--- config.mk ---
export PLATFORM = sky130hd
export DESIGN_NAME = msc_status_io
export DESIGN_NICKNAME = d
export VERILOG_FILES = /design/src/common/msc_pkg.sv /design/src/core/msc_ms_tick.sv /design/src/core/msc_status_io.sv /design/src/core/msc_sync_deb.sv
export SDC_FILE = /design/constraint.sdc
export NUM_CORES = 1
export LEC_CHECK = 0
export BUFFER_PORTS_ARGS = -buffer_cell sky130_fd_sc_hd__buf_2
export CORE_MARGIN = 5
export CORE_UTILIZATION = 60
export CTS_CLUSTER_SIZE = 16
export DETAILED_ROUTE_END_ITERATION = 7
export GPL_TIMING_DRIVEN = 0
export PLACE_DENSITY = 0.85
export SETUP_SLACK_MARGIN = 0.5
export SYNTH_ARGS = -nofsm -noshare
export SYNTH_HDL_FRONTEND = slang
export SYNTH_HIERARCHICAL = 1
export SYNTH_SLANG_ARGS = --single-unit
--- constraint.sdc ---
create_clock -name CLK -period 5.05 [get_ports CLK]
set_input_delay 1.01 -clock CLK [delete_from_list [all_inputs] [get_ports CLK]]
set_output_delay 1.01 -clock CLK [all_outputs]
set_load 0.05 [all_outputs]
--- src/common/msc_pkg.sv ---
package msc_pkg;

    // ========================================
    // Clock and timing
    localparam int unsigned CLK_HZ = 25000000;
    localparam int unsigned BOOT_WINDOW_MS = 500;
    localparam int unsigned FACTORY_HOLD_S = 10;
    localparam int unsigned DEBOUNCE_US = 1000;
    localparam int unsigned FLASH_MS = 50;
    // Millisecond tick divider
    localparam int unsigned MS_CYCLES = CLK_HZ / 1000;
    localparam int unsigned DEBOUNCE_CYCLES = (CLK_HZ / 1000000) * DEBOUNCE_US;
    localparam int unsigned FACTORY_HOLD_MS = FACTORY_HOLD_S * 1000;
    localparam int unsigned SLEEP_CLK_HZ_X1000 = 32768;

    localparam int MS_W = 16;
    localparam int TICK_W = 16;

    // ========================================
    // Status codes from the host logic
    typedef enum logic [1:0] {
        MSC_ST_IDLE,
        MSC_ST_CONNECTING,
        MSC_ST_CONNECTED
    } msc_link_e;

    // DSR pin function selection
    typedef enum logic [1:0] {
        MSC_DSR_OFF,
        MSC_DSR_CMD,
        MSC_DSR_DISC,
        MSC_DSR_CONNTGL
    } msc_dsr_e;

    // Boot outcome
    typedef enum logic [1:0] {
        MSC_BOOT_NORMAL,
        MSC_BOOT_SERIAL_DEF,
        MSC_BOOT_LOADER,
        MSC_BOOT_FACTORY
    } msc_boot_e;

endpackage : msc_pkg

--- src/core/msc_ms_tick.sv ---
`timescale 1ns/1ns
module msc_ms_tick
    import msc_pkg::*;
#(
    parameter int unsigned PERIOD = MS_CYCLES
) (
    input wire logic clk,
    input wire logic resetn,
    output logic tick
);

    // ========================================
    // Divider giving a one-cycle enable pulse
    logic [TICK_W-1:0] cnt_r;
    logic [TICK_W-1:0] cnt_nxt;
    logic tick_r;
    logic tick_nxt;

    always_comb begin
        tick_nxt = 1'b0;
        cnt_nxt = cnt_r + 16'h0001;
        if (cnt_r == TICK_W'(PERIOD - 1)) begin
            cnt_nxt = '0;
            tick_nxt = 1'b1;
        end
    end

    always_ff @(posedge clk) begin
        if (!resetn) begin
            cnt_r <= '0;
            tick_r <= 1'b0;
        end else begin
            cnt_r <= cnt_nxt;
            tick_r <= tick_nxt;
        end
    end

    assign tick = tick_r;

endmodule : msc_ms_tick

--- src/core/msc_status_io.sv ---
`timescale 1ns/1ns
module msc_status_io
    import msc_pkg::*;
#(
    parameter int unsigned MS_PERIOD = MS_CYCLES,
    parameter int unsigned BOOT_MS = BOOT_WINDOW_MS,
    parameter int unsigned HOLD_MS = FACTORY_HOLD_MS,
    parameter int unsigned FLASH_PERIOD_MS = FLASH_MS,
    parameter int unsigned DEB_CYCLES = DEBOUNCE_CYCLES
) (
    input wire logic CLK,
    input wire logic RESETN,
    input wire logic RESET_PIN_N_IN,
    input wire logic SWITCH_CONNECT_N,
    input wire logic SWITCH_SERIAL_N,
    input wire logic DSR_N,
    input wire logic SLOW_SLEEP_CLOCK_IN,
    input wire logic CMD_MODE,
    input wire msc_link_e LINK_STATE,
    input wire logic DATA_ACTIVITY,
    input wire logic RESET_CMD,
    input wire msc_dsr_e DSR_FUNC,
    input wire logic DTR_AS_GPIO,
    input wire logic DTR_GPIO_VALUE,
    input wire logic DTR_READY,
    output logic RED_N,
    output logic GREEN_N,
    output logic GREEN_OE_N,
    output logic BLUE_N,
    output logic DTR_N,
    output logic HW_REBOOT,
    output logic SW_REBOOT,
    output logic BOOT_DONE,
    output msc_boot_e BOOT_ACTION,
    output logic SERIAL_DEFAULTS,
    output logic LOADER_MODE,
    output logic FACTORY_RESTORE,
    output logic CONNECT_REQ,
    output logic DSR_CMD_REQ,
    output logic DSR_DISC_REQ,
    output logic DSR_CONNTGL_REQ,
    output logic SLEEP_CLK_PRESENT
);

    // ========================================
    // Input conditioning
    logic ms_tick;
    logic conn_lvl;
    logic ser_lvl;
    logic dsr_lvl;
    logic rst_meta_r;
    logic rst_sync_r;
    logic slp_meta_r;
    logic slp_sync_r;
    logic slp_prev_r;

    msc_ms_tick #(.PERIOD(MS_PERIOD)) u_tick (
        .clk(CLK),
        .resetn(RESETN),
        .tick(ms_tick)
    );

    msc_sync_deb #(.STABLE_CYCLES(DEB_CYCLES), .RESET_LEVEL(1'b1)) u_deb_conn (
        .clk(CLK),
        .resetn(RESETN),
        .pin_in(SWITCH_CONNECT_N),
        .level_out(conn_lvl)
    );

    msc_sync_deb #(.STABLE_CYCLES(DEB_CYCLES), .RESET_LEVEL(1'b1)) u_deb_ser (
        .clk(CLK),
        .resetn(RESETN),
        .pin_in(SWITCH_SERIAL_N),
        .level_out(ser_lvl)
    );

    msc_sync_deb #(.STABLE_CYCLES(DEB_CYCLES), .RESET_LEVEL(1'b1)) u_deb_dsr (
        .clk(CLK),
        .resetn(RESETN),
        .pin_in(DSR_N),
        .level_out(dsr_lvl)
    );

    // ========================================
    // Boot sequencer
    typedef enum logic [2:0] {
        MSC_BS_WINDOW,
        MSC_BS_HOLD,
        MSC_BS_RUN
    } msc_bseq_e;

    msc_bseq_e bs_r;
    msc_bseq_e bs_nxt;
    logic [MS_W-1:0] ms_r;
    logic [MS_W-1:0] ms_nxt;
    msc_boot_e act_r;
    msc_boot_e act_nxt;
    logic done_r;
    logic done_nxt;
    logic both_low;

    assign both_low = !conn_lvl && !ser_lvl;

    always_comb begin
        bs_nxt = bs_r;
        ms_nxt = ms_r;
        act_nxt = act_r;
        done_nxt = done_r;
        if (ms_tick && ms_r != 16'hffff) begin
            ms_nxt = ms_r + 16'h0001;
        end
        unique case (bs_r)
            MSC_BS_WINDOW: begin
                // Only the 500ms window may pick serial defaults from the serial switch
                if (ms_tick && ms_r == MS_W'(BOOT_MS - 1)) begin
                    if (both_low) begin
                        bs_nxt = MSC_BS_HOLD;
                        act_nxt = MSC_BOOT_LOADER;
                    end else begin
                        bs_nxt = MSC_BS_RUN;
                        done_nxt = 1'b1;
                        act_nxt = !ser_lvl ? MSC_BOOT_SERIAL_DEF : MSC_BOOT_NORMAL;
                    end
                end
            end
            MSC_BS_HOLD: begin
                if (!both_low) begin
                    bs_nxt = MSC_BS_RUN;
                    done_nxt = 1'b1;
                end else if (ms_tick && ms_r == MS_W'(HOLD_MS - 1)) begin
                    bs_nxt = MSC_BS_RUN;
                    done_nxt = 1'b1;
                    act_nxt = MSC_BOOT_FACTORY;
                end
            end
            MSC_BS_RUN: begin
            end
        endcase
    end

    always_ff @(posedge CLK) begin
        if (!RESETN) begin
            bs_r <= MSC_BS_WINDOW;
            ms_r <= '0;
            act_r <= MSC_BOOT_NORMAL;
            done_r <= 1'b0;
        end else begin
            bs_r <= bs_nxt;
            ms_r <= ms_nxt;
            act_r <= act_nxt;
            done_r <= done_nxt;
        end
    end

    // ========================================
    // Status colours and flashing
    logic [7:0] fl_cnt_r;
    logic [7:0] fl_cnt_nxt;
    logic fl_ph_r;
    logic fl_ph_nxt;
    logic act_seen_r;
    logic act_seen_nxt;
    logic g_nxt;
    logic b_nxt;
    logic r_nxt;
    logic red_r;
    logic green_r;
    logic green_oe_r;
    logic blue_r;
    logic linked;

    assign linked = (LINK_STATE == MSC_ST_CONNECTING) || (LINK_STATE == MSC_ST_CONNECTED);

    always_comb begin
        fl_cnt_nxt = fl_cnt_r;
        fl_ph_nxt = fl_ph_r;
        // Activity latched so a one-cycle burst still gives a visible blink
        act_seen_nxt = act_seen_r || DATA_ACTIVITY;
        if (ms_tick) begin
            if (fl_cnt_r == 8'(FLASH_PERIOD_MS - 1)) begin
                fl_cnt_nxt = '0;
                fl_ph_nxt = act_seen_r ? !fl_ph_r : 1'b0;
                act_seen_nxt = DATA_ACTIVITY;
            end else begin
                fl_cnt_nxt = fl_cnt_r + 8'h01;
            end
        end
        unique case (LINK_STATE)
            MSC_ST_CONNECTING: {g_nxt, b_nxt, r_nxt} = 3'b100;
            MSC_ST_CONNECTED: {g_nxt, b_nxt, r_nxt} = 3'b101;
            default: {g_nxt, b_nxt, r_nxt} = CMD_MODE ? 3'b010 : 3'b011;
        endcase
        if (linked && fl_ph_r) begin
            {g_nxt, b_nxt, r_nxt} = 3'b111;
        end
    end

    always_ff @(posedge CLK) begin
        if (!RESETN) begin
            fl_cnt_r <= '0;
            fl_ph_r <= 1'b0;
            act_seen_r <= 1'b0;
            red_r <= 1'b1;
            green_r <= 1'b1;
            green_oe_r <= 1'b1;
            blue_r <= 1'b1;
        end else begin
            fl_cnt_r <= fl_cnt_nxt;
            fl_ph_r <= fl_ph_nxt;
            act_seen_r <= act_seen_nxt;
            red_r <= r_nxt;
            blue_r <= b_nxt;
            green_r <= g_nxt;
            // Shared pin stays an input while the switches still decide the boot
            green_oe_r <= !done_nxt;
        end
    end

    // ========================================
    // Control pins, reboot and sleep clock
    logic dsr_prev_r;
    logic conn_req_r;
    logic dsr_cmd_r;
    logic dsr_disc_r;
    logic dsr_tgl_r;
    logic dtr_r;
    logic hw_rb_r;
    logic sw_rb_r;
    logic slp_ok_r;
    logic [MS_W-1:0] slp_age_r;
    logic dsr_fall;
    logic [MS_W-1:0] slp_age_nxt;

    assign dsr_fall = dsr_prev_r && !dsr_lvl;
    assign slp_age_nxt = (slp_sync_r != slp_prev_r) ? '0 :
        (ms_tick && slp_age_r != 16'hffff) ? slp_age_r + 16'h0001 : slp_age_r;

    always_ff @(posedge CLK) begin
        if (!RESETN) begin
            rst_meta_r <= 1'b1;
            rst_sync_r <= 1'b1;
            slp_meta_r <= 1'b0;
            slp_sync_r <= 1'b0;
            slp_prev_r <= 1'b0;
            slp_age_r <= 16'hffff;
            slp_ok_r <= 1'b0;
            dsr_prev_r <= 1'b1;
            conn_req_r <= 1'b0;
            dsr_cmd_r <= 1'b0;
            dsr_disc_r <= 1'b0;
            dsr_tgl_r <= 1'b0;
            dtr_r <= 1'b1;
            hw_rb_r <= 1'b0;
            sw_rb_r <= 1'b0;
        end else begin
            rst_meta_r <= RESET_PIN_N_IN;
            rst_sync_r <= rst_meta_r;
            hw_rb_r <= !rst_sync_r;
            sw_rb_r <= RESET_CMD;
            slp_meta_r <= SLOW_SLEEP_CLOCK_IN;
            slp_sync_r <= slp_meta_r;
            slp_prev_r <= slp_sync_r;
            slp_age_r <= slp_age_nxt;
            // A slow clock edge within 2 ms counts as present
            slp_ok_r <= slp_age_nxt < 16'h0002;
            dsr_prev_r <= dsr_lvl;
            conn_req_r <= done_r && !conn_lvl;
            dsr_cmd_r <= dsr_fall && DSR_FUNC == MSC_DSR_CMD;
            dsr_disc_r <= dsr_fall && DSR_FUNC == MSC_DSR_DISC;
            dsr_tgl_r <= dsr_fall && DSR_FUNC == MSC_DSR_CONNTGL;
            dtr_r <= DTR_AS_GPIO ? DTR_GPIO_VALUE : !DTR_READY;
        end
    end

    // ========================================
    // Outputs
    assign RED_N = red_r;
    assign GREEN_N = green_r;
    assign GREEN_OE_N = green_oe_r;
    assign BLUE_N = blue_r;
    assign DTR_N = dtr_r;
    assign HW_REBOOT = hw_rb_r;
    assign SW_REBOOT = sw_rb_r;
    assign BOOT_DONE = done_r;
    assign BOOT_ACTION = act_r;
    assign SERIAL_DEFAULTS = done_r && act_r == MSC_BOOT_SERIAL_DEF;
    assign LOADER_MODE = bs_r == MSC_BS_HOLD;
    assign FACTORY_RESTORE = done_r && act_r == MSC_BOOT_FACTORY;
    assign CONNECT_REQ = conn_req_r;
    assign DSR_CMD_REQ = dsr_cmd_r;
    assign DSR_DISC_REQ = dsr_disc_r;
    assign DSR_CONNTGL_REQ = dsr_tgl_r;
    assign SLEEP_CLK_PRESENT = slp_ok_r;
endmodule : msc_status_io

--- src/core/msc_sync_deb.sv ---
`timescale 1ns/1ns
module msc_sync_deb
    import msc_pkg::*;
#(
    parameter int unsigned STABLE_CYCLES = DEBOUNCE_CYCLES,
    parameter logic RESET_LEVEL = 1'b1
) (
    input wire logic clk,
    input wire logic resetn,
    input wire logic pin_in,
    output logic level_out
);

    // ========================================
    // Two-stage synchroniser, first stage read only by second
    logic meta_r;
    logic sync_r;
    logic [TICK_W-1:0] cnt_r;
    logic [TICK_W-1:0] cnt_nxt;
    logic level_r;
    logic level_nxt;

    always_comb begin
        cnt_nxt = '0;
        level_nxt = level_r;
        if (sync_r != level_r) begin
            if (cnt_r == TICK_W'(STABLE_CYCLES - 1)) begin
                level_nxt = sync_r;
            end else begin
                cnt_nxt = cnt_r + 16'h0001;
            end
        end
    end

    always_ff @(posedge clk) begin
        if (!resetn) begin
            meta_r <= RESET_LEVEL;
            sync_r <= RESET_LEVEL;
            cnt_r <= '0;
            level_r <= RESET_LEVEL;
        end else begin
            meta_r <= pin_in;
            sync_r <= meta_r;
            cnt_r <= cnt_nxt;
            level_r <= level_nxt;
        end
    end

    assign level_out = level_r;

endmodule : msc_sync_deb

---- After elaboration in Yosys (flattened, before gate mapping) ----
Cells that the tools add are included.
storage, ports and cells
  output and inout port bits .............. 18
  logic and storage cells ................. 141
  input bits .............................. 17
  bits in registers ....................... 140
operators by class
  reductions and logical operators ........ 37
  bitwise logic cells ..................... 4
  order comparisons ....................... 1
  muxes and demuxes ....................... 27
  add/sub/neg operators ................... 7
  equal/unequal tests ..................... 25
operator list
  kind                                                    number
  adder 16 x 1 -> 16 bit (second input constant)          6
  == test 16 x 15 -> 1 bit (second input constant)        4
  two-way mux 16 bit                                      2
  inequality test 16 bit (second input constant)          2
  == test 16 x 14 -> 1 bit (second input constant)        1
  == test 16 x 9 -> 1 bit (second input constant)         1
  < comparator 16 x 2 -> 1 bit (second input constant)    1
  logical AND 1 bit                                       13
  two-way mux 1 bit                                       12
  two-way mux 2 bit                                       5
  two-way mux 3 bit                                       3
  OR reduction 3 bit                                      3
  adder 8 x 1 -> 8 bit (second input constant)            1
  == test 2 bit (second input constant)                   4
  == test 8 x 6 -> 1 bit (second input constant)          1
  two-way mux 8 bit                                       1
  AND reduction 2 bit                                     4
  logical NOT 1 bit                                       7
  == test 2 x 1 -> 1 bit (second input constant)          3
  one-hot mux 3 bit (2 select lines)                      1
  OR reduction 2 bit                                      3
  inequality test 1 bit                                   4
  inequality test 2 x 1 -> 1 bit (second input constant)  2
  NOT 1 bit                                               4
  other kinds (11)                                        13

---- Depth between registers and ports, before layout ----
  depth after elaboration ................. 6
  mapped depth ............................ 7
  gate-level depth less buffers ........... 7

---- Hierarchy ----
Netlist, hierarchy kept.
modules (own cells, without submodules)
  module         times used  cells an instance  area each (µm²)  seq. area each (µm²)
  msc_status_io  1           344                3012.9           1301.2
  msc_sync_deb   3           87                 805.8            380.4
  msc_ms_tick    1           84                 767.0            340.3

---- Worst setup path before layout ----
No wires, ideal clock.
  path type ............................... reg2out
  start point ............................. register done_r (netlist: BOOT_DONE)
  end point ............................... output port SERIAL_DEFAULTS
  required time ........................... 4.040 ns
  buffers on the path ..................... 0
  stages on the path, launching flop included .. 3
  setup slack ............................. 2.609 ns
  data arrival time ....................... 1.431 ns
  cells stage by stage .................... dfxtp_1 > nand2_1 > nor2_1
between the ends
  cells in the longest elaborated chain, start to end .. 1
RTL lines
  what                    line                  text
  start, declared         msc_status_io.sv:98   logic done_r;
  start signal, assigned  msc_status_io.sv:151  done_r <= done_nxt;
  logical AND 1 bit       msc_status_io.sv:286  assign SERIAL_DEFAULTS = done_r && act_r == MSC_BOOT_SERIAL_DEF;
  end, declared           msc_status_io.sv:35   output logic SERIAL_DEFAULTS,
Every way passes these cells.

---- Worst setup path after layout ----
  start point ............................. register bs_r[0]
  end point ............................... output port LOADER_MODE
between the ends
  cells in the longest elaborated chain, start to end .. 1
RTL lines
  what                    line                  text
  start, declared         msc_status_io.sv:92   msc_bseq_e bs_r;
  start signal, assigned  msc_status_io.sv:148  bs_r <= bs_nxt;
  == test 3 x 1 -> 1 bit  msc_status_io.sv:287  assign LOADER_MODE = bs_r == MSC_BS_HOLD;
  end, declared           msc_status_io.sv:36   output logic LOADER_MODE,
Every way passes these cells.

==> results.ini <==
[run_status]
run_status=completed

[sta]
tns_ns=0
period_needed_ns=2.388
worstMarginPinSlew_ns=0.5941
slew_violations=0
hold_viol_final=0
min_period_over_period_pct=47.28
fin_skew_ns=0.008282
rsz0062_at_grt=no
finalSetupViolations=0
max_freq_ghz=0.4188
slew_headroom_pct=60.15

[worst_setup_path]
path_cells=inv_1 > nor2_1 > buf_2
regToRegSetupSlack_ns=2.82
cp_max_fo=4
worst_ep_required_time_ns=4.04
max_stage_delay_ns=0.37
criticalPathCategory=flop to output port
cp-end-kind=output port
start_kind=flop
arrival_ns=1.38
slowest_stage=dfxtp_1

[global_routing]
grt_pass1_wl_mm=22.75
track_usage_pct=21.98
antenna_found_initial=0
grt-ovfl-total=0
grt_pass1_vias=5147
grt_max_degree=22

[drt]
dr_total_vias=5092
wl_mm=13.23
ant_nets=0
drt_iter0_drc=462
first_pass_iters=5
drc=0
wl_per_cell_um=14.85
vias_per_cell=5.715

[power_and_ir_drop]
power_density_nw_per_um2=359.3
clkPwrFrac_pct=51.1
ir_drop_mv=0.1916
p_int_w=0.002018
switching_share_pct=21.74
power.leakage_nw=2.552
p_sw_w=0.0005603
p_comb_share_pct=4.8
seqPwrFrac_pct=44.1

[cts]
clkLatencyLatePin_ns=0.53
clock-root-buffer=clkbuf_8
clk_pin_slew_ns=0.06
post_cts_resized=0
cts_tree=done
ctsHoldBuffers=0
clockBufferDepth=2
clock_sinks=139
cts.htree.levels=4
postCtsSetupBuffers=0
cts_inserted_buffers=17

[place]
dp_hpwl_mm=8.565
placedCellCount=859
io_buffers=34
gp_congestion=0.9098

[yosys]
syn_area_um2=6197
synth_flop_cell=dfxtp_1
synthArstFlopShare_pct=0
syn-num-nets=717
synth.distinct_cells=61
ys_seq_area_share_pct=44.90
ys_warn_count=6
synth_seq_cells=139
synth_cells=689
synth_enable_flop_cells=0
avgSynthCellArea_um2=8.994

[die]
initial_core_util_pct=60.85
die_w_um=111.6
io_pins=35
die_area_um2=12460
num_rows=37
die_h_um=111.6
fp.coreArea_um2=10180

[final_layout]
seq_area_um2=2783
layout_commonest_cell=dfxtp_1
fin_nets=770
syn_to_final_growth_pct=15.77
n_antenna_cell=0
instances_no_fill=891
fillers=735
final_cell_mix=dfxtp_1, nor2_1, xnor2_1
final_layout_size_suffix_gt1_share_pct=13.51
multiInputGateArea_um2=3224

[flow_run]
max_cap_viol_count=0

[worst_hold_path]
hold_class=flop to flop

[layer usage]
metal  track usage [%]  vias up  share of wire (%)
li1                  -     2492                  -
met1             25.18     2425                 43
met2             38.05      150                 50
met3             6.957       25                5.0
met4             8.759        0                1.7
met5                 0        -                  0
[path summary, 6_finish.rpt]
path,from,endpoint,depth (start not counted)
setup / recovery,bs_r[0],LOADER_MODE,3
hold / removal,rst_sync_r,HW_REBOOT,1
setup reg to reg,slp_age_r[0],SLEEP_CLK_PRESENT,7
hold reg to reg,rst_sync_r,HW_REBOOT,1
[Yosys cell counts (4+ instances only)]
cell	count	area share [%]
a211oi_1	5	0.61
a21oi_1	6	0.48
and2_1	5	0.50
and3_1	6	0.61
buf_2	5	0.40
clkbuf_1	7	0.42
dfxtp_1	139	45
ha_1	11	2.2
inv_1	20	1.2
mux2i_1	5	0.81
nand2_1	49	3.0
nand2b_1	13	1.3
nand3_1	34	2.7
nand4_1	35	3.5
nor2_1	124	7.5
nor3_1	22	1.8
nor4_1	19	1.9
nor4_2	7	1.4
o21a_1	4	0.48
o21ai_0	15	1.2
or3_1	5	0.50
or4_1	6	0.73
xnor2_1	63	8.9
xor2_1	31	4.4
[state kept, by name (all words and copies together), names as in the netlist, 2 cells and up]
signal and count:
ms_r 16, u_deb_dsr/cnt_r 16, u_tick/cnt_r 16, slp_age_r 16
bs_r 2, u_deb_ser/cnt_r 16, u_deb_conn/cnt_r 16, fl_cnt_r 8
BOOT_ACTION 2
[area by class of cell]
type                            instances  area share [%]
Clock inverter                          9           2.232
Inverter                               20           1.046
Tap cell                              136           2.372
Clock buffer                           23           6.645
Timing Repair Buffer                   34           2.372
Buffer                                 17           1.604
Multi-Input combinational cell        513           44.94
Sequential cell                       139           38.79
[power by group through the flow]
stage / Combinational, W / Sequential (W) / Clock (W)
after detailed placement: 0.000122 / 0.00116 / 0
after floorplan: 0.0000788 / 0.00117 / 0
after global routing: 0.000137 / 0.00114 / 0.00139
final: 0.000125 / 0.00114 / 0.00132
after CTS: 0.000125 / 0.00114 / 0.00133
after global placement: 0.000119 / 0.00116 / 0
[critical path, delay by kind of cell, from the launching register on]
family        cells  cell delay [ns]
flops             1             0.37
buf+inv           2             0.36
simple gates      1             0.12
[cells by family (layout without fill, tap and decap cells)]
group / Yosys count / after routing / synth area share (%)
AOI/OAI and AO/OA: 49 / 49 / 5.593
buffers and inverters: 37 / 103 / 3.069
DFF: 139 / 139 / 44.90
adders and majority gates: 11 / 11 / 2.221
muxes: 6 / 6 / 0.9893
and+or+nand+nor: 353 / 353 / 29.94
xor gates and xnor gates: 94 / 94 / 13.28
[through the flow]
stage	utilization (%)	hold WS [ns]	power [W]	cell area [um2]	setup WS (ns)
3_3_place_gp	64.19	0.3727	0.001276	6538	2.719
6_report	70.44	0.3875	0.002578	7174	2.662
3_5_place_dp	64.19	0.3801	0.001281	6538	2.665
5_1_grt	70.44	0.4025	0.002667	7174	2.558
4_1_cts	70.44	0.3881	0.002587	7174	2.657
2_1_floorplan	-	0.3682	0.001245	6197	2.609
(Power assumes the default switching activity.)
